[src/rtl/date_time_pkg.sv]
// Package for the date and time resolver: shared constants and carriers.
// Assumes a single 100 MHz receiver clock and plain-port configuration.
package date_time_pkg;

    // Clock rate and derived one-second count.
    localparam int unsigned CLOCK_HZ        = 100_000_000;
    localparam int unsigned SECOND_CYCLES   = CLOCK_HZ;

    // Week arithmetic.
    localparam int          TX_WEEK_BITS    = 10;
    localparam int          FULL_WEEK_BITS  = 16;
    localparam logic [15:0] WEEK_MODULUS    = 16'h0400;
    localparam logic [15:0] DEFAULT_ROLLOVER_WEEK = 16'h05F4;
    localparam logic [19:0] SECONDS_PER_WEEK = 20'h93A80;

    // Civil clock limits.
    localparam logic [5:0]  SEC_LAST_NORMAL = 6'h3B;
    localparam logic [5:0]  SEC_LEAP        = 6'h3C;
    localparam logic [5:0]  SEC_NEG_LAST    = 6'h3A;
    localparam logic [5:0]  MIN_LAST        = 6'h3B;
    localparam logic [4:0]  HOUR_LAST       = 5'h17;
    localparam logic [3:0]  MONTH_JUNE      = 4'h6;
    localparam logic [3:0]  MONTH_DEC       = 4'hC;
    localparam logic [4:0]  DAY_JUNE_LAST   = 5'h1E;
    localparam logic [4:0]  DAY_DEC_LAST    = 5'h1F;

    // Constellation epochs as calendar years.
    localparam logic [11:0] EPOCH_GPS_YEAR  = 12'h7BC;
    localparam logic [11:0] EPOCH_GLO_YEAR  = 12'h7CC;
    localparam logic [11:0] EPOCH_GAL_YEAR  = 12'h7CF;
    localparam logic [11:0] EPOCH_BDS_YEAR  = 12'h7D6;

    // Time bases for the pulse grid: civil or one satellite base.
    typedef enum logic [2:0] {
        BASE_CIVIL, BASE_GPS, BASE_GLONASS, BASE_BEIDOU, BASE_GALILEO,
        BASE_NAVIC
    } time_base_t;

    // Civil-time variants; AUTO chooses from enabled constellations.
    typedef enum logic [2:0] {
        CIVIL_AUTO, CIVIL_USNO, CIVIL_SU, CIVIL_NTSC, CIVIL_EU, CIVIL_NPLI
    } civil_variant_t;

    // Enabled constellations.
    typedef struct packed {
        logic gps;
        logic glonass;
        logic beidou;
        logic galileo;
        logic navic;
    } constellations_t;

    // Civil time of day.
    typedef struct packed {
        logic [4:0] hour;
        logic [5:0] minute;
        logic [5:0] second;
    } civil_time_t;

    // Calendar date.
    typedef struct packed {
        logic [11:0] year;
        logic [3:0]  month;
        logic [4:0]  day;
    } civil_date_t;

    // Report for the upcoming pulse.
    typedef struct packed {
        logic [15:0] week;
        logic [19:0] seconds_into_week;
        logic [2:0]  base;
        logic [2:0]  variant;
        logic        last_before_pulse;
    } pulse_report_t;

endpackage : date_time_pkg

[src/rtl/gnss_date_time_resolver.sv]
// Date and time resolver: leap-aware civil clock, week resolution,
// time base selection and next-pulse report sequencing.
// Assumes configuration and satellite data arrive synchronous to i_clock.
`timescale 1ns/100ps
module gnss_date_time_resolver #(
    parameter int unsigned SECOND_CYCLES = date_time_pkg::SECOND_CYCLES
) (
    input  wire logic                       i_clock,
    input  wire logic                       i_rst,
    // Backup clock load at power-up.
    input  wire logic                       i_backup_valid,
    input  date_time_pkg::civil_time_t      i_backup_time,
    input  date_time_pkg::civil_date_t      i_backup_date,
    // Satellite data.
    input  wire logic                       i_gps_week_strobe,
    input  wire logic [9:0]                 i_gps_tx_week,
    input  wire logic                       i_other_week_valid,
    input  wire logic [15:0]                i_other_full_week,
    input  wire logic                       i_tow_strobe,
    input  wire logic [19:0]                i_seconds_into_week,
    input  wire logic                       i_utc_params_valid,
    input  wire logic                       i_leap_count_known,
    input  wire logic                       i_leap_add,
    input  wire logic                       i_leap_sub,
    // Configuration.
    input  wire logic                       i_rollover_override,
    input  wire logic [15:0]                i_reference_rollover_week_setting,
    input  date_time_pkg::time_base_t       i_pulse_time_base_select,
    input  date_time_pkg::civil_variant_t   i_civil_time_variant_select,
    input  date_time_pkg::constellations_t  i_enabled,
    // Pulse and event.
    input  wire logic                       i_pulse_due,
    input  wire logic                       i_external_event_input,
    // Outputs.
    output date_time_pkg::civil_time_t      o_civil_time,
    output date_time_pkg::civil_date_t      o_civil_date,
    output logic                            o_time_loaded,
    output logic                            o_fully_resolved,
    output logic [15:0]                     o_full_week,
    output logic [19:0]                     o_seconds_into_week,
    output logic [11:0]                     o_epoch_year,
    output logic                            o_pulse_enable,
    output logic                            o_pulse_out,
    output logic                            o_event_seen,
    output date_time_pkg::time_base_t       o_event_time_base,
    output date_time_pkg::civil_variant_t   o_active_variant,
    output logic                            o_report_valid,
    output date_time_pkg::pulse_report_t    o_next_pulse_time_report
);

    ////////////////////////////////////////////////////////////////////////
    // Shared one-second tick.

    logic [31:0] tick_count_reg;
    logic        sec_tick;

    assign sec_tick = (tick_count_reg == 32'(SECOND_CYCLES - 1));

    // Free-running divider; every slower activity uses sec_tick as enable.
    always_ff @(posedge i_clock) begin
        if (i_rst || sec_tick) begin
            tick_count_reg <= 32'h0000_0000;
        end else begin
            tick_count_reg <= tick_count_reg + 32'h0000_0001;
        end
    end

    ////////////////////////////////////////////////////////////////////////
    // Input synchronisers for the event pin.

    logic event_meta_reg;
    logic event_sync_reg;
    logic event_prev_reg;

    // Two flops before any logic looks at the pin.
    always_ff @(posedge i_clock) begin
        if (i_rst) begin
            event_meta_reg <= 1'b0;
            event_sync_reg <= 1'b0;
            event_prev_reg <= 1'b0;
        end else begin
            event_meta_reg <= i_external_event_input;
            event_sync_reg <= event_meta_reg;
            event_prev_reg <= event_sync_reg;
        end
    end

    ////////////////////////////////////////////////////////////////////////
    // Civil clock with backup load and leap handling.

    date_time_pkg::civil_time_t time_next;
    logic                       day_wrap;
    logic                       leap_add_pend_reg;
    logic                       leap_sub_pend_reg;

    civil_second_step u_step (
        .i_time     (o_civil_time),
        .i_date     (o_civil_date),
        .i_leap_add (leap_add_pend_reg),
        .i_leap_sub (leap_sub_pend_reg),
        .o_time     (time_next),
        .o_day_wrap (day_wrap)
    );

    // Pending leap announcements live until the next day wrap.
    always_ff @(posedge i_clock) begin
        if (i_rst) begin
            leap_add_pend_reg <= 1'b0;
            leap_sub_pend_reg <= 1'b0;
        end else if (i_leap_add || i_leap_sub) begin
            leap_add_pend_reg <= i_leap_add;
            leap_sub_pend_reg <= i_leap_sub && !i_leap_add;
        end else if (sec_tick && day_wrap) begin
            leap_add_pend_reg <= 1'b0;
            leap_sub_pend_reg <= 1'b0;
        end
    end

    // The backup clock seeds local time once, before satellite time.
    always_ff @(posedge i_clock) begin
        if (i_rst) begin
            o_civil_time  <= '0;
            o_time_loaded <= 1'b0;
        end else if (!o_time_loaded && i_backup_valid) begin
            o_civil_time  <= i_backup_time;
            o_time_loaded <= 1'b1;
        end else if (sec_tick) begin
            o_civil_time  <= time_next;
        end
    end

    // Date only advances at day wrap; month lengths are not modelled as a
    // limitation: only the day counts up and the month never rolls over.
    always_ff @(posedge i_clock) begin
        if (i_rst) begin
            o_civil_date <= '{year: date_time_pkg::EPOCH_GPS_YEAR,
                              month: 4'h1, day: 5'h06};
        end else if (!o_time_loaded && i_backup_valid) begin
            o_civil_date <= i_backup_date;
        end else if (sec_tick && day_wrap) begin
            o_civil_date.day <= o_civil_date.day + 5'h01;
        end
    end

    // Civil time counts as resolved only once leap count is known.
    always_ff @(posedge i_clock) begin
        if (i_rst) begin
            o_fully_resolved <= 1'b0;
        end else begin
            o_fully_resolved <= i_leap_count_known;
        end
    end

    ////////////////////////////////////////////////////////////////////////
    // Week resolution.

    logic [15:0] rollover_week;
    logic [15:0] gps_full_week;

    // Built-in reference unless the host overrides it.
    assign rollover_week = i_rollover_override
                         ? i_reference_rollover_week_setting
                         : date_time_pkg::DEFAULT_ROLLOVER_WEEK;

    week_extender #(
        .W (date_time_pkg::FULL_WEEK_BITS)
    ) u_week (
        .i_clock         (i_clock),
        .i_rst           (i_rst),
        .i_tx_week       (i_gps_tx_week),
        .i_rollover_week (rollover_week),
        .o_full_week     (gps_full_week)
    );

    logic gps_week_seen_reg;

    // Other constellations win; 16 bits covers far beyond 1023 weeks.
    always_ff @(posedge i_clock) begin
        if (i_rst) begin
            o_full_week       <= 16'h0000;
            gps_week_seen_reg <= 1'b0;
        end else if (i_other_week_valid) begin
            o_full_week       <= i_other_full_week;
        end else begin
            gps_week_seen_reg <= i_gps_week_strobe;
            if (gps_week_seen_reg) begin
                o_full_week <= gps_full_week;
            end
        end
    end

    // Seconds into week restart at Sunday midnight.
    always_ff @(posedge i_clock) begin
        if (i_rst) begin
            o_seconds_into_week <= 20'h00000;
        end else if (i_tow_strobe) begin
            o_seconds_into_week <= i_seconds_into_week;
        end else if (sec_tick) begin
            if (o_seconds_into_week ==
                date_time_pkg::SECONDS_PER_WEEK - 20'h00001) begin
                o_seconds_into_week <= 20'h00000;
            end else begin
                o_seconds_into_week <= o_seconds_into_week + 20'h00001;
            end
        end
    end

    ////////////////////////////////////////////////////////////////////////
    // Time base and variant selection.

    date_time_pkg::civil_variant_t auto_variant;

    // Automatic choice by enabled constellation in fixed priority.
    always_comb begin
        if (i_enabled.gps) begin
            auto_variant = date_time_pkg::CIVIL_USNO;
        end else if (i_enabled.glonass) begin
            auto_variant = date_time_pkg::CIVIL_SU;
        end else if (i_enabled.beidou) begin
            auto_variant = date_time_pkg::CIVIL_NTSC;
        end else if (i_enabled.galileo) begin
            auto_variant = date_time_pkg::CIVIL_EU;
        end else if (i_enabled.navic) begin
            auto_variant = date_time_pkg::CIVIL_NPLI;
        end else begin
            auto_variant = date_time_pkg::CIVIL_USNO;
        end
    end

    // Epoch year of the selected satellite base.
    always_comb begin
        unique case (i_pulse_time_base_select)
            date_time_pkg::BASE_GLONASS:
                o_epoch_year = date_time_pkg::EPOCH_GLO_YEAR;
            date_time_pkg::BASE_GALILEO:
                o_epoch_year = date_time_pkg::EPOCH_GAL_YEAR;
            date_time_pkg::BASE_BEIDOU:
                o_epoch_year = date_time_pkg::EPOCH_BDS_YEAR;
            default:
                o_epoch_year = date_time_pkg::EPOCH_GPS_YEAR;
        endcase
    end

    // One selection drives pulse, event input and report; a civil pulse base tags events under GPS.
    always_ff @(posedge i_clock) begin
        if (i_rst) begin
            o_active_variant  <= date_time_pkg::CIVIL_USNO;
            o_event_time_base <= date_time_pkg::BASE_GPS;
        end else begin
            o_active_variant <=
                (i_civil_time_variant_select == date_time_pkg::CIVIL_AUTO)
                ? auto_variant : i_civil_time_variant_select;
            o_event_time_base <=
                (i_pulse_time_base_select == date_time_pkg::BASE_CIVIL)
                ? date_time_pkg::BASE_GPS
                : i_pulse_time_base_select;
        end
    end

    // Event edges are tagged under the shared base.
    always_ff @(posedge i_clock) begin
        if (i_rst) begin
            o_event_seen <= 1'b0;
        end else begin
            o_event_seen <= event_sync_reg && !event_prev_reg;
        end
    end

    ////////////////////////////////////////////////////////////////////////
    // Pulse gating and next-pulse report.

    logic civil_ready;

    // A civil grid needs conversion data; satellite grids do not.
    assign civil_ready = (i_pulse_time_base_select !=
                          date_time_pkg::BASE_CIVIL) || i_utc_params_valid;

    always_ff @(posedge i_clock) begin
        if (i_rst) begin
            o_pulse_enable <= 1'b0;
            o_pulse_out    <= 1'b0;
        end else begin
            o_pulse_enable <= civil_ready;
            o_pulse_out    <= i_pulse_due && civil_ready;
        end
    end

    // Reports go out once a second and name the coming pulse as seconds plus one, not wrapped at week end.
    always_ff @(posedge i_clock) begin
        if (i_rst) begin
            o_report_valid           <= 1'b0;
            o_next_pulse_time_report <= '0;
        end else begin
            o_report_valid <= sec_tick;
            if (sec_tick) begin
                o_next_pulse_time_report.week <= o_full_week;
                o_next_pulse_time_report.seconds_into_week <=
                    o_seconds_into_week + 20'h00001;
                o_next_pulse_time_report.base <= i_pulse_time_base_select;
                o_next_pulse_time_report.variant <= o_active_variant;
                o_next_pulse_time_report.last_before_pulse <= 1'b1;
            end
        end
    end

    ////////////////////////////////////////////////////////////////////////
    // Checks.

    chk_pulse_gated: assert property (@(posedge i_clock) disable iff (i_rst)
        o_pulse_out |-> o_pulse_enable)
        else $error("Pulse issued before conversion data.");

    chk_report_rate: assert property (@(posedge i_clock) disable iff (i_rst)
        o_report_valid |=> !o_report_valid)
        else $error("Reports closer than one second.");

    chk_civil_base_gps: assert property (@(posedge i_clock)
        disable iff (i_rst)
        $past(i_pulse_time_base_select) == date_time_pkg::BASE_CIVIL
        && !$past(i_rst) |-> o_event_time_base == date_time_pkg::BASE_GPS)
        else $error("Civil output base did not align input to GPS.");

    chk_auto_gps: assert property (@(posedge i_clock) disable iff (i_rst)
        i_enabled.gps && i_civil_time_variant_select ==
        date_time_pkg::CIVIL_AUTO |=>
        o_active_variant == date_time_pkg::CIVIL_USNO)
        else $error("Automatic variant ignored GPS priority.");

    chk_sec_range: assert property (@(posedge i_clock) disable iff (i_rst)
        o_civil_time.second <= date_time_pkg::SEC_LEAP)
        else $error("Seconds beyond leap value.");

    chk_week_floor: assert property (@(posedge i_clock) disable iff (i_rst)
        gps_week_seen_reg && !i_other_week_valid |=>
        o_full_week >= $past(rollover_week, 2))
        else $error("Extended week below reference.");

    chk_other_week: assert property (@(posedge i_clock) disable iff (i_rst)
        i_other_week_valid |=> o_full_week == $past(i_other_full_week))
        else $error("Other constellation week not taken.");

    chk_resolved: assert property (@(posedge i_clock) disable iff (i_rst)
        !i_leap_count_known |=> !o_fully_resolved)
        else $error("Resolved flag set without leap count.");

endmodule : gnss_date_time_resolver

[src/rtl/week_extender.sv]
// Extends the 10-bit transmitted week to a full week number.
// Assumes inputs are steady for one cycle; result is registered.
`timescale 1ns/100ps
module week_extender #(
    parameter int W = 16
) (
    input  wire logic          i_clock,
    input  wire logic          i_rst,
    input  wire logic [9:0]    i_tx_week,
    input  wire logic [W-1:0]  i_rollover_week,
    output logic      [W-1:0]  o_full_week
);

    logic [W-1:0] base_w;
    logic [W-1:0] cand_w;

    // Take the smallest week congruent to the transmitted one that is not
    // below the reference week.
    always_comb begin
        base_w = {i_rollover_week[W-1:10], 10'h000};
        cand_w = base_w | {{(W-10){1'b0}}, i_tx_week};
        if (cand_w < i_rollover_week) begin
            cand_w = W'(cand_w + date_time_pkg::WEEK_MODULUS);
        end
    end

    // Registered result.
    always_ff @(posedge i_clock) begin
        if (i_rst) begin
            o_full_week <= '0;
        end else begin
            o_full_week <= cand_w;
        end
    end

endmodule : week_extender

[src/rtl/civil_second_step.sv]
// Steps civil time by one second, handling leap seconds.
// Assumes the caller supplies the date and a pending leap direction.
`timescale 1ns/100ps
module civil_second_step (
    input  date_time_pkg::civil_time_t i_time,
    input  date_time_pkg::civil_date_t i_date,
    input  wire logic                  i_leap_add,
    input  wire logic                  i_leap_sub,
    output date_time_pkg::civil_time_t o_time,
    output logic                       o_day_wrap
);

    logic leap_minute;

    // A leap only lands at the end of June or December.
    always_comb begin
        leap_minute = (i_time.hour == date_time_pkg::HOUR_LAST) &&
                      (i_time.minute == date_time_pkg::MIN_LAST) &&
                      (((i_date.month == date_time_pkg::MONTH_DEC) &&
                        (i_date.day == date_time_pkg::DAY_DEC_LAST)) ||
                       ((i_date.month == date_time_pkg::MONTH_JUNE) &&
                        (i_date.day == date_time_pkg::DAY_JUNE_LAST)));
    end

    // Next second, with 60 inserted or 59 skipped as required.
    always_comb begin
        logic wrap_min;
        wrap_min = 1'b0;
        o_time   = i_time;
        if (leap_minute && i_leap_add &&
            i_time.second == date_time_pkg::SEC_LAST_NORMAL) begin
            o_time.second = date_time_pkg::SEC_LEAP;
        end else if (leap_minute && i_leap_sub &&
                     i_time.second == date_time_pkg::SEC_NEG_LAST) begin
            wrap_min = 1'b1;
        end else if (i_time.second >= date_time_pkg::SEC_LAST_NORMAL) begin
            wrap_min = 1'b1;
        end else begin
            o_time.second = i_time.second + 6'h01;
        end
        o_day_wrap = 1'b0;
        if (wrap_min) begin
            o_time.second = 6'h00;
            if (i_time.minute == date_time_pkg::MIN_LAST) begin
                o_time.minute = 6'h00;
                if (i_time.hour == date_time_pkg::HOUR_LAST) begin
                    o_time.hour = 5'h00;
                    o_day_wrap  = 1'b1;
                end else begin
                    o_time.hour = i_time.hour + 5'h01;
                end
            end else begin
                o_time.minute = i_time.minute + 6'h01;
            end
        end
    end

endmodule : civil_second_step

[config.mk]
export PLATFORM = sky130hd
export DESIGN_NAME = gnss_date_time_resolver
export DESIGN_NICKNAME = d
export VERILOG_FILES = /design/src/rtl/date_time_pkg.sv /design/src/rtl/gnss_date_time_resolver.sv /design/src/rtl/week_extender.sv /design/src/rtl/civil_second_step.sv
export SDC_FILE = /design/constraint.sdc
export NUM_CORES = 1
export LEC_CHECK = 0
export BUFFER_PORTS_ARGS = -buffer_cell sky130_fd_sc_hd__buf_4
export CORE_UTILIZATION = 53
export CTS_BUF_LIST = sky130_fd_sc_hd__clkbuf_8
export DETAILED_ROUTE_END_ITERATION = 6
export HOLD_SLACK_MARGIN = 0.03
export PLACE_DENSITY = 0.93
export SYNTH_ARGS = -nofsm -noshare
export SYNTH_HDL_FRONTEND = slang
export SYNTH_SLANG_ARGS = --single-unit
[constraint.sdc]
create_clock -name i_clock -period 3.1 [get_ports i_clock]
set_input_delay 0.465 -clock i_clock [delete_from_list [all_inputs] [get_ports i_clock]]
set_output_delay 0.465 -clock i_clock [all_outputs]
set_load 0.01 [all_outputs]
=== Yosys cells after proc, flatten, opt, wreduce, memory -nomap -nowiden ===
Cells that the tools add are included.

* Flip-flop bits (word level): 183
* Bits of input ports: 124
* Output and inout port bits: 141
* Logic and storage cells: 122

* Add/subtract/negate cells: 7
* Magnitude comparators: 2
* Equality and inequality tests: 15
* Mux-type cells: 34
* Bitwise operators: 1
* Reductions and logical operators: 34

{| class="wikitable"
|+ Operator list
! cell !! number
|-
| $mux 16 || 4
|-
| $mux 20 || 3
|-
| $mux 17 || 3
|-
| $add 32x1->32 const B || 1
|-
| $eq 32x27->1 const B || 1
|-
| $mux 6 || 4
|-
| $pmux 7 s3 || 1
|-
| $add 20x1->20 const B || 1
|-
| $eq 20x20->1 const B || 1
|-
| $mux 5 || 4
|-
| $eq 6x6->1 const B || 3
|-
| $mux 3 || 6
|-
| $add 16x11->16 const B || 1
|-
| $lt 16x16->1 || 1
|-
| $or 16x10->16 || 1
|-
| $eq 5x5->1 const B || 3
|-
| $reduce_bool 2->1 || 7
|-
| $logic_and 1x1->1 || 13
|-
| $add 6x1->6 const B || 2
|-
| $add 5x1->5 const B || 2
|-
| $mux 1 || 9
|-
| $ne 4x3->1 const B || 2
|-
| $eq 3x2->1 const B || 2
|-
| $ge 6x6->1 const B || 1
|-
| 10 further kinds || 17
|}

=== Depth between registers and ports, before layout ===
Gate-level depths: netlist (run 1).

* Depth in word-level cells: 12
* Depth in mapped cells: 10
* Depth with buffers taken out: 9

=== By module ===
From an unflattened synthesis (run 1), not the netlist that was laid out.

* Cells, all modules: 1,095
* Area total of the unflattened synthesis: 8,864.8 µm²

{| class="wikitable"
|+ Modules (own cells, without submodules)
! module !! times used !! cells each !! area an instance (µm²) !! sequential area each (µm²)
|-
| gnss_date_time_resolver || 1 || 936 || 7,490.9 || 3,343.2
|-
| week_extender || 1 || 82 || 792.0 || 320.3
|-
| civil_second_step || 1 || 77 || 581.8 || 0.0
|}

=== Least setup slack after synthesis (run 1) ===
No wires, ideal clock.

* Kind: register -> register
* Start: register o_civil_date[0] (netlist bit)
* End: register o_civil_time[11] (netlist bit)
* Setup time: 0.091 ns
* Arrival time: 2.492 ns
* Data required time: 3.009 ns
* Slack: 0.517 ns
* Cell stages (with the launch flop): 11
* Path buffers: 1
* Clock period less this slack: 2.583 ns
* Path through: dfxtp_1 > ha_1 > and3_1 > ha_1 > and3b_1 > a31oi_1 > or4_4 > buf_6 > o211ai_2 > or4_1 > a311oi_1

* Word-level cells in the longest chain between the ends: 10
* Elaborated cells on any way between the ends: 14
* Classes of those cells: eq/ne (2); mux (2); reduce/logical (10)

{| class="wikitable"
|+ RTL lines
! what !! line !! text
|-
| start, declared || gnss_date_time_resolver.sv:36 || <nowiki>output date_time_pkg::civil_date_t o_civil_date,</nowiki>
|-
| start signal, assigned || gnss_date_time_resolver.sv:136 || <nowiki>o_civil_date <= '{year: date_time_pkg::EPOCH_GPS_YEAR,</nowiki>
|-
| start signal, assigned || gnss_date_time_resolver.sv:139 || <nowiki>o_civil_date <= i_backup_date;</nowiki>
|-
| $eq 5x5->1, on equally long branches || civil_second_step.sv:20, civil_second_step.sv:22 ||
|-
| $logic_and 1x1->1, on equally long branches || civil_second_step.sv:19, civil_second_step.sv:21 ||
|-
| $logic_or 1x1->1 * || civil_second_step.sv:20 || <nowiki>(i_date.day == date_time_pkg::DAY_DEC_LAST)) ||</nowiki>
|-
| $logic_and 1x1->1 * || civil_second_step.sv:18 || <nowiki>(i_time.minute == date_time_pkg::MIN_LAST) &&</nowiki>
|-
| $logic_and 1x1->1 (2 in a row) || civil_second_step.sv:33 || <nowiki>end else if (leap_minute && i_leap_sub &&</nowiki>
|-
| $mux 1 || civil_second_step.sv:33 ||
|-
| $mux 1 * || civil_second_step.sv:30 || <nowiki>if (leap_minute && i_leap_add &&</nowiki>
|-
| $reduce_bool 2->1 (no line) * || -- ||
|-
| $reduce_and 2->1 (no line) * || -- ||
|-
| end signal, assigned || gnss_date_time_resolver.sv:125 || <nowiki>o_civil_time <= i_backup_time;</nowiki>
|-
| end signal, assigned || gnss_date_time_resolver.sv:128 || <nowiki>o_civil_time <= time_next;</nowiki>
|-
| end, declared || gnss_date_time_resolver.sv:35 || <nowiki>output date_time_pkg::civil_time_t o_civil_time,</nowiki>
|}

Mark *: on every way between the ends. The rest lies on a longest branch, timed or not.
A chain may end at the register's enable or synchronous reset.

=== Worst setup path after layout (run 1) ===
* Start: register tick_count_reg[0]
* End: register o_seconds_into_week[1]

* Word-level cells in the longest chain between the ends: 2

{| class="wikitable"
|+ RTL lines
! what !! line !! text
|-
| start, declared || gnss_date_time_resolver.sv:54 || <nowiki>logic [31:0] tick_count_reg;</nowiki>
|-
| start signal, assigned || gnss_date_time_resolver.sv:64 || <nowiki>tick_count_reg <= tick_count_reg + 32'h0000_0001;</nowiki>
|-
| $eq 32x27->1 || gnss_date_time_resolver.sv:57 || <nowiki>assign sec_tick = (tick_count_reg == 32'(SECOND_CYCLES - 1));</nowiki>
|-
| $reduce_bool 2->1 (no line) || -- ||
|-
| end signal, assigned || gnss_date_time_resolver.sv:197 || <nowiki>o_seconds_into_week <= i_seconds_into_week;</nowiki>
|-
| end signal, assigned || gnss_date_time_resolver.sv:203 || <nowiki>o_seconds_into_week <= o_seconds_into_week + 20'h00001;</nowiki>
|-
| end, declared || gnss_date_time_resolver.sv:40 || <nowiki>output logic [19:0] o_seconds_into_week,</nowiki>
|}

No other way between the ends.

==> results.cfg, run 1 <==
[synthesis]
yosys.cell_count.top_type = sky130_fd_sc_hd__dfxtp_1
yosys.area.top_type = sky130_fd_sc_hd__dfxtp_1
synth_top_cells_by_count = sky130_fd_sc_hd__dfxtp_1, sky130_fd_sc_hd__nand2_1, sky130_fd_sc_hd__nor2_1, sky130_fd_sc_hd__a21oi_1, sky130_fd_sc_hd__clkbuf_1
synthesis.area_per_instance_um2 = 8.27
synth_ff_type = sky130_fd_sc_hd__dfxtp_1
yosys_warnings = 0
synthTopCellsByArea = sky130_fd_sc_hd__dfxtp_1, sky130_fd_sc_hd__nand2_1, sky130_fd_sc_hd__nor2_1
postSynthRegisterBits = 183
syn-cell-area_um2 = 8350
synth_enable_flop_cells = 0
syn-instance-count = 1009
seq_area_frac_synth_pct = 43.9
synthDominantCellAreaShare_pct = 43.9
yosysUniqueCellTypes = 65
fraction_of_registers_with_async_set_reset_pct = 0

[critical_path]
r2r-start = tick_count_reg[0]
start_kind = register
cp.arrival_ns = 3.35
crit_type = reg2reg
cp_data_required_time_ns = 3.50
worstPathMaxFanout = 31
critical-path-slowest-cell = sky130_fd_sc_hd__nor2_1
timing.reg2reg.setup_slack_ns = 0.14
worstReg2RegEnd = o_seconds_into_week[1]
crit_chain = ha_1 > and4_1 > nand4_1 > nor3_4 > buf_4 > nor2_1 > a22oi_1 > a21oi_1
biggest_cell_delay_along_the_critical_path_ns = 0.98
reg2reg_depth = 8
critical_path_sink_type = register

[layout]
largest_reg_flops = 43
n_fill_cell = 1107
drive_gt1_share_pct = 25.7
finalNetCount = 1383
area_growth_pct = 29.7
combined_area_of_the_multi_input_logic_cells_um2 = 4360
ff_latch_area_um2 = 3660
antennaDiodeCount = 0
final_cell_area_um2 = 10800

[timing]
fmaxAchievable_mhz = 338
final.setup.worst_slack_ns = 0.144
final.setup.tns_ns = 0
hold_viol = 0
min_period_ns = 2.96
slew-limit-headroom_pct = 16.0
drv_slew = 0
final.setup_skew_ns = 0.0121
tightestPinTransition_ns = 1.25
report.final.setup_viol = 0
timing.final.crit_share_pct = 95.3
grt_setup_unrepaired = no

[global_routing]
grt_first_pass_wirelength_um = 36700
overflow = 0
initial_antenna_violation_count = 0
first_global_vias = 7771
grt_max_degree = 67
grtUsageTotal_pct = 28.3

[hold_path]
min_path_type = in2reg
hold_path_startpoint = i_leap_add
worst_hold_path.num_cells = 2
hold_end = leap_sub_pend_reg

[power]
vdd_ir_drop_max_mv = 0.241
power_density_nw_per_um2 = 449
p_leak_nw = 4.55

[route]
detail_route.vias_per_cell = 5.56
via_count = 8138
initialDrtViolationCount = 498
drc = 0
post_drt_wl_per_cell_um = 15.6
drtPass1Iterations = 5
detail_route.wirelength_um = 22900
antenna_left = 0

[floorplan]
die-width_um = 127
area_of_the_die_um2 = 16300
io_pins = 265
num_rows = 45
core_region_area_um2 = 15300
initial_utilization_pct = 54.7
fp.dieH_um = 127

[clock_tree]
clock_tree_from_tritoncts = done
postCtsSetupRepairBufs = 0
cts_resized = 0
numClockSinks = 183
worstSkewPairLatency_ns = 0.46
cts_inserted_buffers = 17
htree_levels = 4
hold_buffers = 0
clk_pin_slew_ns = 0.09
clk_path_buf_depth = 2
clock-root-buffer = sky130_fd_sc_hd__clkbuf_8

[place]
pre_cts_slack_ns = 0.286
placed_cell_area_um2 = 10400
dp_hpwl_um = 16800
gp_congestion = 0.920
count_of_buffers_from_port_buffering = 258

[run_status]
result_of_the_run = completed

[flow_run]
timing.max_cap.violations = 0
==> routing by layer <==
metal	wire, µm	track usage, %
met3	1680	6.91
met5	0	0
met4	784	13.3
met2	11300	49.2
met1	9080	32.7
==> critical path, delay by kind of cell (launching register included) <==
kind            cells  cell delay [ns]
compound gates      2             0.43
simple gates        4             1.59
buf+inv             1             0.26
fa+ha+maj           1             0.24
flops               1             0.35
==> through the flow <==
step / power [mW] / hold slack (ns) / utilization (%) / instances
after floorplan: 2.88 / 0.367 / - / 1013
after global placement: 3.18 / 0.375 / 68.2 / 1432
after detailed placement: 3.21 / 0.387 / 68.2 / 1432
after CTS: 4.87 / 0.161 / 71.0 / 1464
after global routing: 5.05 / 0.179 / 71.0 / 1464
final: 4.86 / 0.179 / 71.0 / 1464
==> kinds of logic after synthesis <==
logic type                 Yosys count  synth area share, %
and+or+nand+nor                    463                 26.8
DFF                                183                 43.9
AOI/OAI and AO/OA                  182                 13.7
buffers and inverters               84                 4.18
xor gates and xnor gates            48                 5.04
muxes                               28                 3.37
adders and majority gates           19                 2.85
other                                2               0.0900
==> worst max path at each step <==
stage / from / end / slack, ns / depth (start not counted)
final: tick_count_reg[0] / o_seconds_into_week[1] / 0.14 / 8
after global routing: tick_count_reg[0] / o_seconds_into_week[11] / 0.03 / 8
after CTS: tick_count_reg[0] / o_seconds_into_week[1] / 0.23 / 8
after detailed placement: tick_count_reg[0] / o_seconds_into_week[14] / 0.29 / 8
after global placement: tick_count_reg[0] / o_seconds_into_week[14] / 0.39 / 8
after floorplan: o_civil_date[0] / o_civil_time[11] / 0.52 / 10
==> cell usage in the layout (no fill, tap or decap), types with 11 or more instances in the layout <==
| master | instances |
|---|---|
| sky130_fd_sc_hd__a211oi_1 | 20 |
| sky130_fd_sc_hd__a21oi_1 | 82 |
| sky130_fd_sc_hd__a22oi_1 | 18 |
| sky130_fd_sc_hd__and3_1 | 11 |
| sky130_fd_sc_hd__buf_4 | 272 |
| sky130_fd_sc_hd__clkbuf_8 | 20 |
| sky130_fd_sc_hd__dfxtp_1 | 183 |
| sky130_fd_sc_hd__ha_1 | 19 |
| sky130_fd_sc_hd__inv_1 | 22 |
| sky130_fd_sc_hd__mux2i_1 | 27 |
| sky130_fd_sc_hd__nand2_1 | 144 |
| sky130_fd_sc_hd__nand3_1 | 28 |
| sky130_fd_sc_hd__nand3b_1 | 11 |
| sky130_fd_sc_hd__nand4_1 | 17 |
| sky130_fd_sc_hd__nor2_1 | 144 |
| sky130_fd_sc_hd__nor2b_1 | 23 |
| sky130_fd_sc_hd__nor3_1 | 14 |
| sky130_fd_sc_hd__nor4_1 | 14 |
| sky130_fd_sc_hd__o21ai_0 | 16 |
| sky130_fd_sc_hd__xnor2_1 | 24 |
| sky130_fd_sc_hd__xor2_1 | 24 |
==> power by group <==
part	switching (mW)	internal, mW	total (mW)
combinational	0.300	0.321	0.621
sequential	0.0959	2.44	2.54
clock	0.841	0.859	1.70
==> layout make-up <==
class                      instances  share of cell area [%]
multi-input combinational        746                    40.2
sequential                       183                    33.8
timing repair buffer             272                    18.9
clock buffer                      20                    2.54
tap                              211                    2.44
clock inverter                    12                    1.40
inverter                          20                   0.693
No activity file was read; power rests on OpenSTA's default activity.
==> run 2: changes to the inputs <==
--- a/config.mk
+++ b/config.mk
@@ -6,11 +6,12 @@
 export NUM_CORES = 1
 export LEC_CHECK = 0
 export BUFFER_PORTS_ARGS = -buffer_cell sky130_fd_sc_hd__buf_4
-export CORE_UTILIZATION = 53
+export CORE_UTILIZATION = 48
 export CTS_BUF_LIST = sky130_fd_sc_hd__clkbuf_8
+export CTS_CLUSTER_DIAMETER = 200
 export DETAILED_ROUTE_END_ITERATION = 6
 export HOLD_SLACK_MARGIN = 0.03
-export PLACE_DENSITY = 0.93
+export PLACE_DENSITY = 0.89
 export SYNTH_ARGS = -nofsm -noshare
 export SYNTH_HDL_FRONTEND = slang
 export SYNTH_SLANG_ARGS = --single-unit
==> constraint.sdc (replaced) <==
create_clock -name i_clock -period 2.7 [get_ports i_clock]
set_input_delay 0.405 -clock i_clock [delete_from_list [all_inputs] [get_ports i_clock]]
set_output_delay 0.405 -clock i_clock [all_outputs]
set_load 0.01 [all_outputs]
==> results.cfg, run 2 (synthesis results as in run 1) <==
[floorplan]
num_rows = 47
area_of_the_die_um2 = 17900
fp.dieH_um = 134
core_region_area_um2 = 16800
io_pins = 265
die-width_um = 134
initial_utilization_pct = 49.8

[critical_path]
crit_chain = ha_1 > and3_1 > ha_1 > and3b_1 > a31oi_2 > or4_4 > o211ai_2 > or4_1 > a311oi_1
timing.reg2reg.setup_slack_ns = 0.08
timing.critical_path.buf_inv = 0
timing.critical_path.max_delay_family = simple AND/OR/NAND/NOR gates
timing.critical_path.mode_cell = sky130_fd_sc_hd__ha_1
cp_data_required_time_ns = 3.07
critical-path-slowest-cell = sky130_fd_sc_hd__or4_1
cp.arrival_ns = 2.99
critical_path_sink_type = register
biggest_cell_delay_along_the_critical_path_ns = 0.50
worstPathMaxFanout = 8
start_kind = register
crit_type = reg2reg

[layout]
n_fill_cell = 1357
combined_area_of_the_multi_input_logic_cells_um2 = 4370
ff_latch_area_um2 = 3660
finalNetCount = 1396
area_growth_pct = 31.6
antennaDiodeCount = 0
mostFrequentLayoutCell = sky130_fd_sc_hd__buf_4
layout.core_utilization_pct = 65.5
most-common-layout-cells = sky130_fd_sc_hd__buf_4, sky130_fd_sc_hd__dfxtp_1, sky130_fd_sc_hd__nand2_1, sky130_fd_sc_hd__nor2_1, sky130_fd_sc_hd__a21oi_1
drive_gt1_share_pct = 26.7
largest_reg_flops = 43

[route]
post_drt_wl_per_cell_um = 15.9
detail_route.wirelength_um = 23600
detail_route.vias_per_cell = 5.45
initialDrtViolationCount = 411
via_count = 8093
drtPass1Iterations = 5
drc = 0
antenna_left = 0

[global_routing]
grt_max_degree = 44
grtUsageTotal_pct = 26.0
grt_first_pass_wirelength_um = 37500
overflow = 0
first_global_vias = 7675
initial_antenna_violation_count = 0

[clock_tree]
htree_levels = 4
cts_inserted_buffers = 17
hold_buffers = 0
numClockSinks = 183
worstSkewPairLatency_ns = 0.46
clk_pin_slew_ns = 0.09
clock_tree_from_tritoncts = done
postCtsSetupRepairBufs = 0
clk_path_buf_depth = 2
clock-root-buffer = sky130_fd_sc_hd__clkbuf_8

[timing]
fmaxAchievable_mhz = 382
hold_viol = 0
timing.final.crit_share_pct = 97.0
final.setup_skew_ns = 0.00742
min_period_ns = 2.62
final.setup.tns_ns = 0
slew-limit-headroom_pct = 47.6
grt_setup_unrepaired = no
final.setup.worst_slack_ns = 0.0807
tightestPinTransition_ns = 0.785
report.final.setup_viol = 0
drv_slew = 0

[power]
totalPowerFinal_mw = 5.67
power_density_nw_per_um2 = 516
vdd_ir_drop_max_mv = 0.309
p_leak_nw = 4.65

[place]
count_of_buffers_from_port_buffering = 258
dp_hpwl_um = 17400
gp_congestion = 0.914
pre_cts_slack_ns = 0.0137

[hold_path]
min_path_type = in2reg

[run_status]
result_of_the_run = completed

[flow_run]
timing.max_cap.violations = 0
[run 2: metrics by stage]
| stage | hold slack (ns) | instances | cell area [µm²] |
|---|---|---|---|
| 2_1_floorplan | 0.367 | 1013 | 8360 |
| 3_3_place_gp | 0.373 | 1454 | 10500 |
| 3_5_place_dp | 0.373 | 1454 | 10500 |
| 4_1_cts | 0.114 | 1486 | 11000 |
| 5_1_grt | 0.112 | 1486 | 11000 |
| 6_report | 0.137 | 1486 | 11000 |
[run 2: worst min-delay path: stages]
cell                      delay [ns]
sky130_fd_sc_hd__buf_4          0.08
sky130_fd_sc_hd__nand2_1        0.04
sky130_fd_sc_hd__nand3_1        0.05
[run 2: per-layer routing]
| layer | track usage (%) | share of wire (%) |
|---|---|---|
| met5 | 0 | 0 |
| met4 | 9.34 | 2.2 |
| met3 | 6.76 | 7.0 |
| met2 | 44.7 | 50 |
| met1 | 31.3 | 41 |
[run 2: area by class of cell]
type	instances	share of cell area, %
Tap cell	220	2.51
Clock buffer	21	2.63
Clock inverter	11	1.39
Inverter	20	0.684
Multi-Input combinational cell	746	39.8
Sequential cell	183	33.4
Timing Repair Buffer	285	19.6
[run 2: where the power goes]
group          switching, mW  internal [mW]  total (mW)
registers              0.102           2.80        2.90
logic                  0.353          0.376       0.729
clock network          0.944           1.09        2.04
total                   1.40           4.27        5.67
[run 2: path summary, 6_finish.rpt]
path               startpoint               end  cells past startpoint
max           o_civil_date[0]  o_civil_time[11]                      9
min          i_backup_time[9]   o_civil_time[9]                      3
max reg2reg   o_civil_date[0]  o_civil_time[11]                      9
min reg2reg    event_prev_reg      o_event_seen                      1
[run 2: what timing repair did]
| item | in CTS | in global routing |
|---|---|---|
| hold endpoints to repair | 0 | 0 |
| setup endpoints to repair | 1 | 19 |
| gates resized for setup | 1 | 2 |
==> run 3: changes to the inputs <==
==> constraint.sdc (replaced) <==
create_clock -name i_clock -period 2.11 [get_ports i_clock]
set_input_delay 0.3165 -clock i_clock [delete_from_list [all_inputs] [get_ports i_clock]]
set_output_delay 0.3165 -clock i_clock [all_outputs]
set_load 0.01 [all_outputs]
==> results.cfg, run 3 (synthesis results as in run 1) <==
[run_status]
result_of_the_run = finished, violations left
violations_in_the_final_reports = negative setup slack

[critical_path]
start_kind = register
biggest_cell_delay_along_the_critical_path_ns = 0.52
cp_data_required_time_ns = 2.51
critical-path-slowest-cell = sky130_fd_sc_hd__or4b_4
critical_path_sink_type = register
worstPathMaxFanout = 4
timing.critical_path.max_delay_family = simple AND/OR/NAND/NOR gates
crit_type = reg2reg
cp.arrival_ns = 2.84
crit_chain = nand3_2 > or4b_4 > buf_6 > nor4_4 > buf_4 > o211ai_4 > or4_1 > a311oi_1
timing.critical_path.buf_inv = 2

[layout]
mostFrequentLayoutCell = sky130_fd_sc_hd__buf_4
area_growth_pct = 51.9
drive_gt1_share_pct = 39.1
most-common-layout-cells = sky130_fd_sc_hd__buf_4, sky130_fd_sc_hd__dfxtp_1, sky130_fd_sc_hd__nor2_1, sky130_fd_sc_hd__nand2_1, sky130_fd_sc_hd__a21oi_1
antennaDiodeCount = 0
finalNetCount = 1530
largest_reg_flops = 43

[global_routing]
initial_antenna_violation_count = 0
grtUsageTotal_pct = 29.6
first_global_vias = 8757
grt_first_pass_wirelength_um = 42200
grt_max_degree = 96
overflow = 0

[route]
drtPass1Iterations = 6
detail_route.wirelength_um = 28800
via_count = 9118
post_drt_wl_per_cell_um = 17.8
antenna_left = 0
initialDrtViolationCount = 578
detail_route.vias_per_cell = 5.63
drc = 0

[floorplan]
fp.dieH_um = 134
area_of_the_die_um2 = 17900
initial_utilization_pct = 49.8
core_region_area_um2 = 16800
io_pins = 265
num_rows = 47
die-width_um = 134

[power]
clock_power_share_pct = 34.4
sequentialPowerShare_pct = 50.1
power_density_nw_per_um2 = 581
sw_frac_of_total_pct = 27.7
net-switching-power_mw = 2.04
vdd_ir_drop_max_mv = 0.544
p_leak_nw = 5.47
pwr-share-comb_pct = 15.6
p_int_mw = 5.33

[clock_tree]
htree_levels = 4
clk_pin_slew_ns = 0.10
clock_tree_from_tritoncts = done
worstSkewPairLatency_ns = 0.48
cts_inserted_buffers = 17
clock-root-buffer = sky130_fd_sc_hd__clkbuf_8
numClockSinks = 183
clk_path_buf_depth = 2

[timing]
fmaxAchievable_mhz = 409
final.setup.tns_ns = -8.92
final.setup_skew_ns = 0.0166
slew-limit-headroom_pct = 54.7
drv_slew = 0
min_period_ns = 2.45
final.hold.worst_slack_ns = 0.0502
hold_viol = 0
tightestPinTransition_ns = 0.676
timing.final.crit_share_pct = 116
report.final.setup_viol = 66
final.setup.worst_slack_ns = -0.335
grt_setup_unrepaired = yes

[flow_run]
timing.max_cap.violations = 0

[place]
dp_hpwl_um = 19100
count_of_buffers_from_port_buffering = 258
gp_congestion = 0.907

[hold_path]
min_path_type = in2reg
[run 3: area by class of cell]
type / count / area (µm²)
multi-input combinational: 747 / 4790
tap: 220 / 275
sequential: 183 / 3690
fill: 1092 / 4080
clock inverter: 13 / 163
timing repair buffer: 418 / 3420
inverter: 20 / 75.1
clock buffer: 19 / 262
[run 3: worst register-to-register path, delay by kind of cell, from the launching register on]
kind	cells	cell delay (ns)
compound gates	2	0.30
simple gates	4	1.39
buf+inv	2	0.32
flops	1	0.36
[run 3: through the flow]
step	cell area (µm²)	utilization (%)	setup WS, ns	power [mW]	std cells
final	12700	75.7	-0.335	7.37	1620
after floorplan	8480	-	-0.294	4.24	1013
after detailed placement	11400	68.3	-0.351	4.82	1558
after CTS	12200	72.7	-0.329	7.33	1608
after global routing	12700	75.7	-0.403	7.63	1620
after global placement	11400	68.3	-0.215	4.78	1558
[run 3: repair_timing]
| item | CTS | global route |
|---|---|---|
| endpoints found under the hold margin | 9 | 0 |
| pin swaps | 20 | 44 |
| resized for setup | 27 | 96 |
| hold buffers | 9 | 0 |
| endpoints found under the setup margin | 117 | 101 |
| gates cloned | 2 | 4 |
| setup buffers | 7 | 11 |
[run 3: worst paths after layout]
| path | from | to | slack [ns] | cells past startpoint |
|---|---|---|---|---|
| worst min-delay path | i_backup_date[16] | o_civil_date[16] | 0.05 | 3 |
| worst min register to register | event_prev_reg | o_event_seen | 0.39 | 1 |
| worst max-delay path | o_civil_time[3] | o_civil_time[11] | -0.34 | 8 |
| worst max register to register | o_civil_time[3] | o_civil_time[11] | -0.34 | 8 |
[run 3: power groups by stage]
stage | Sequential, mW | Combinational (mW) | Clock [mW]
global route | 3.70 | 1.23 | 2.70
finish | 3.69 | 1.15 | 2.53
CTS | 3.69 | 1.10 | 2.55
global placement | 3.76 | 1.03 | 0
detailed placement | 3.76 | 1.06 | 0
floorplan | 3.82 | 0.421 | 0
[run 3: metal layers]
metal	up-vias	global-route usage, %	part of all wire [%]
met5	-	0	0
met4	0	14.0	3.9
met3	92	5.25	7.5
met2	500	53.2	51
met1	4294	33.8	37
li1	4232	-	-
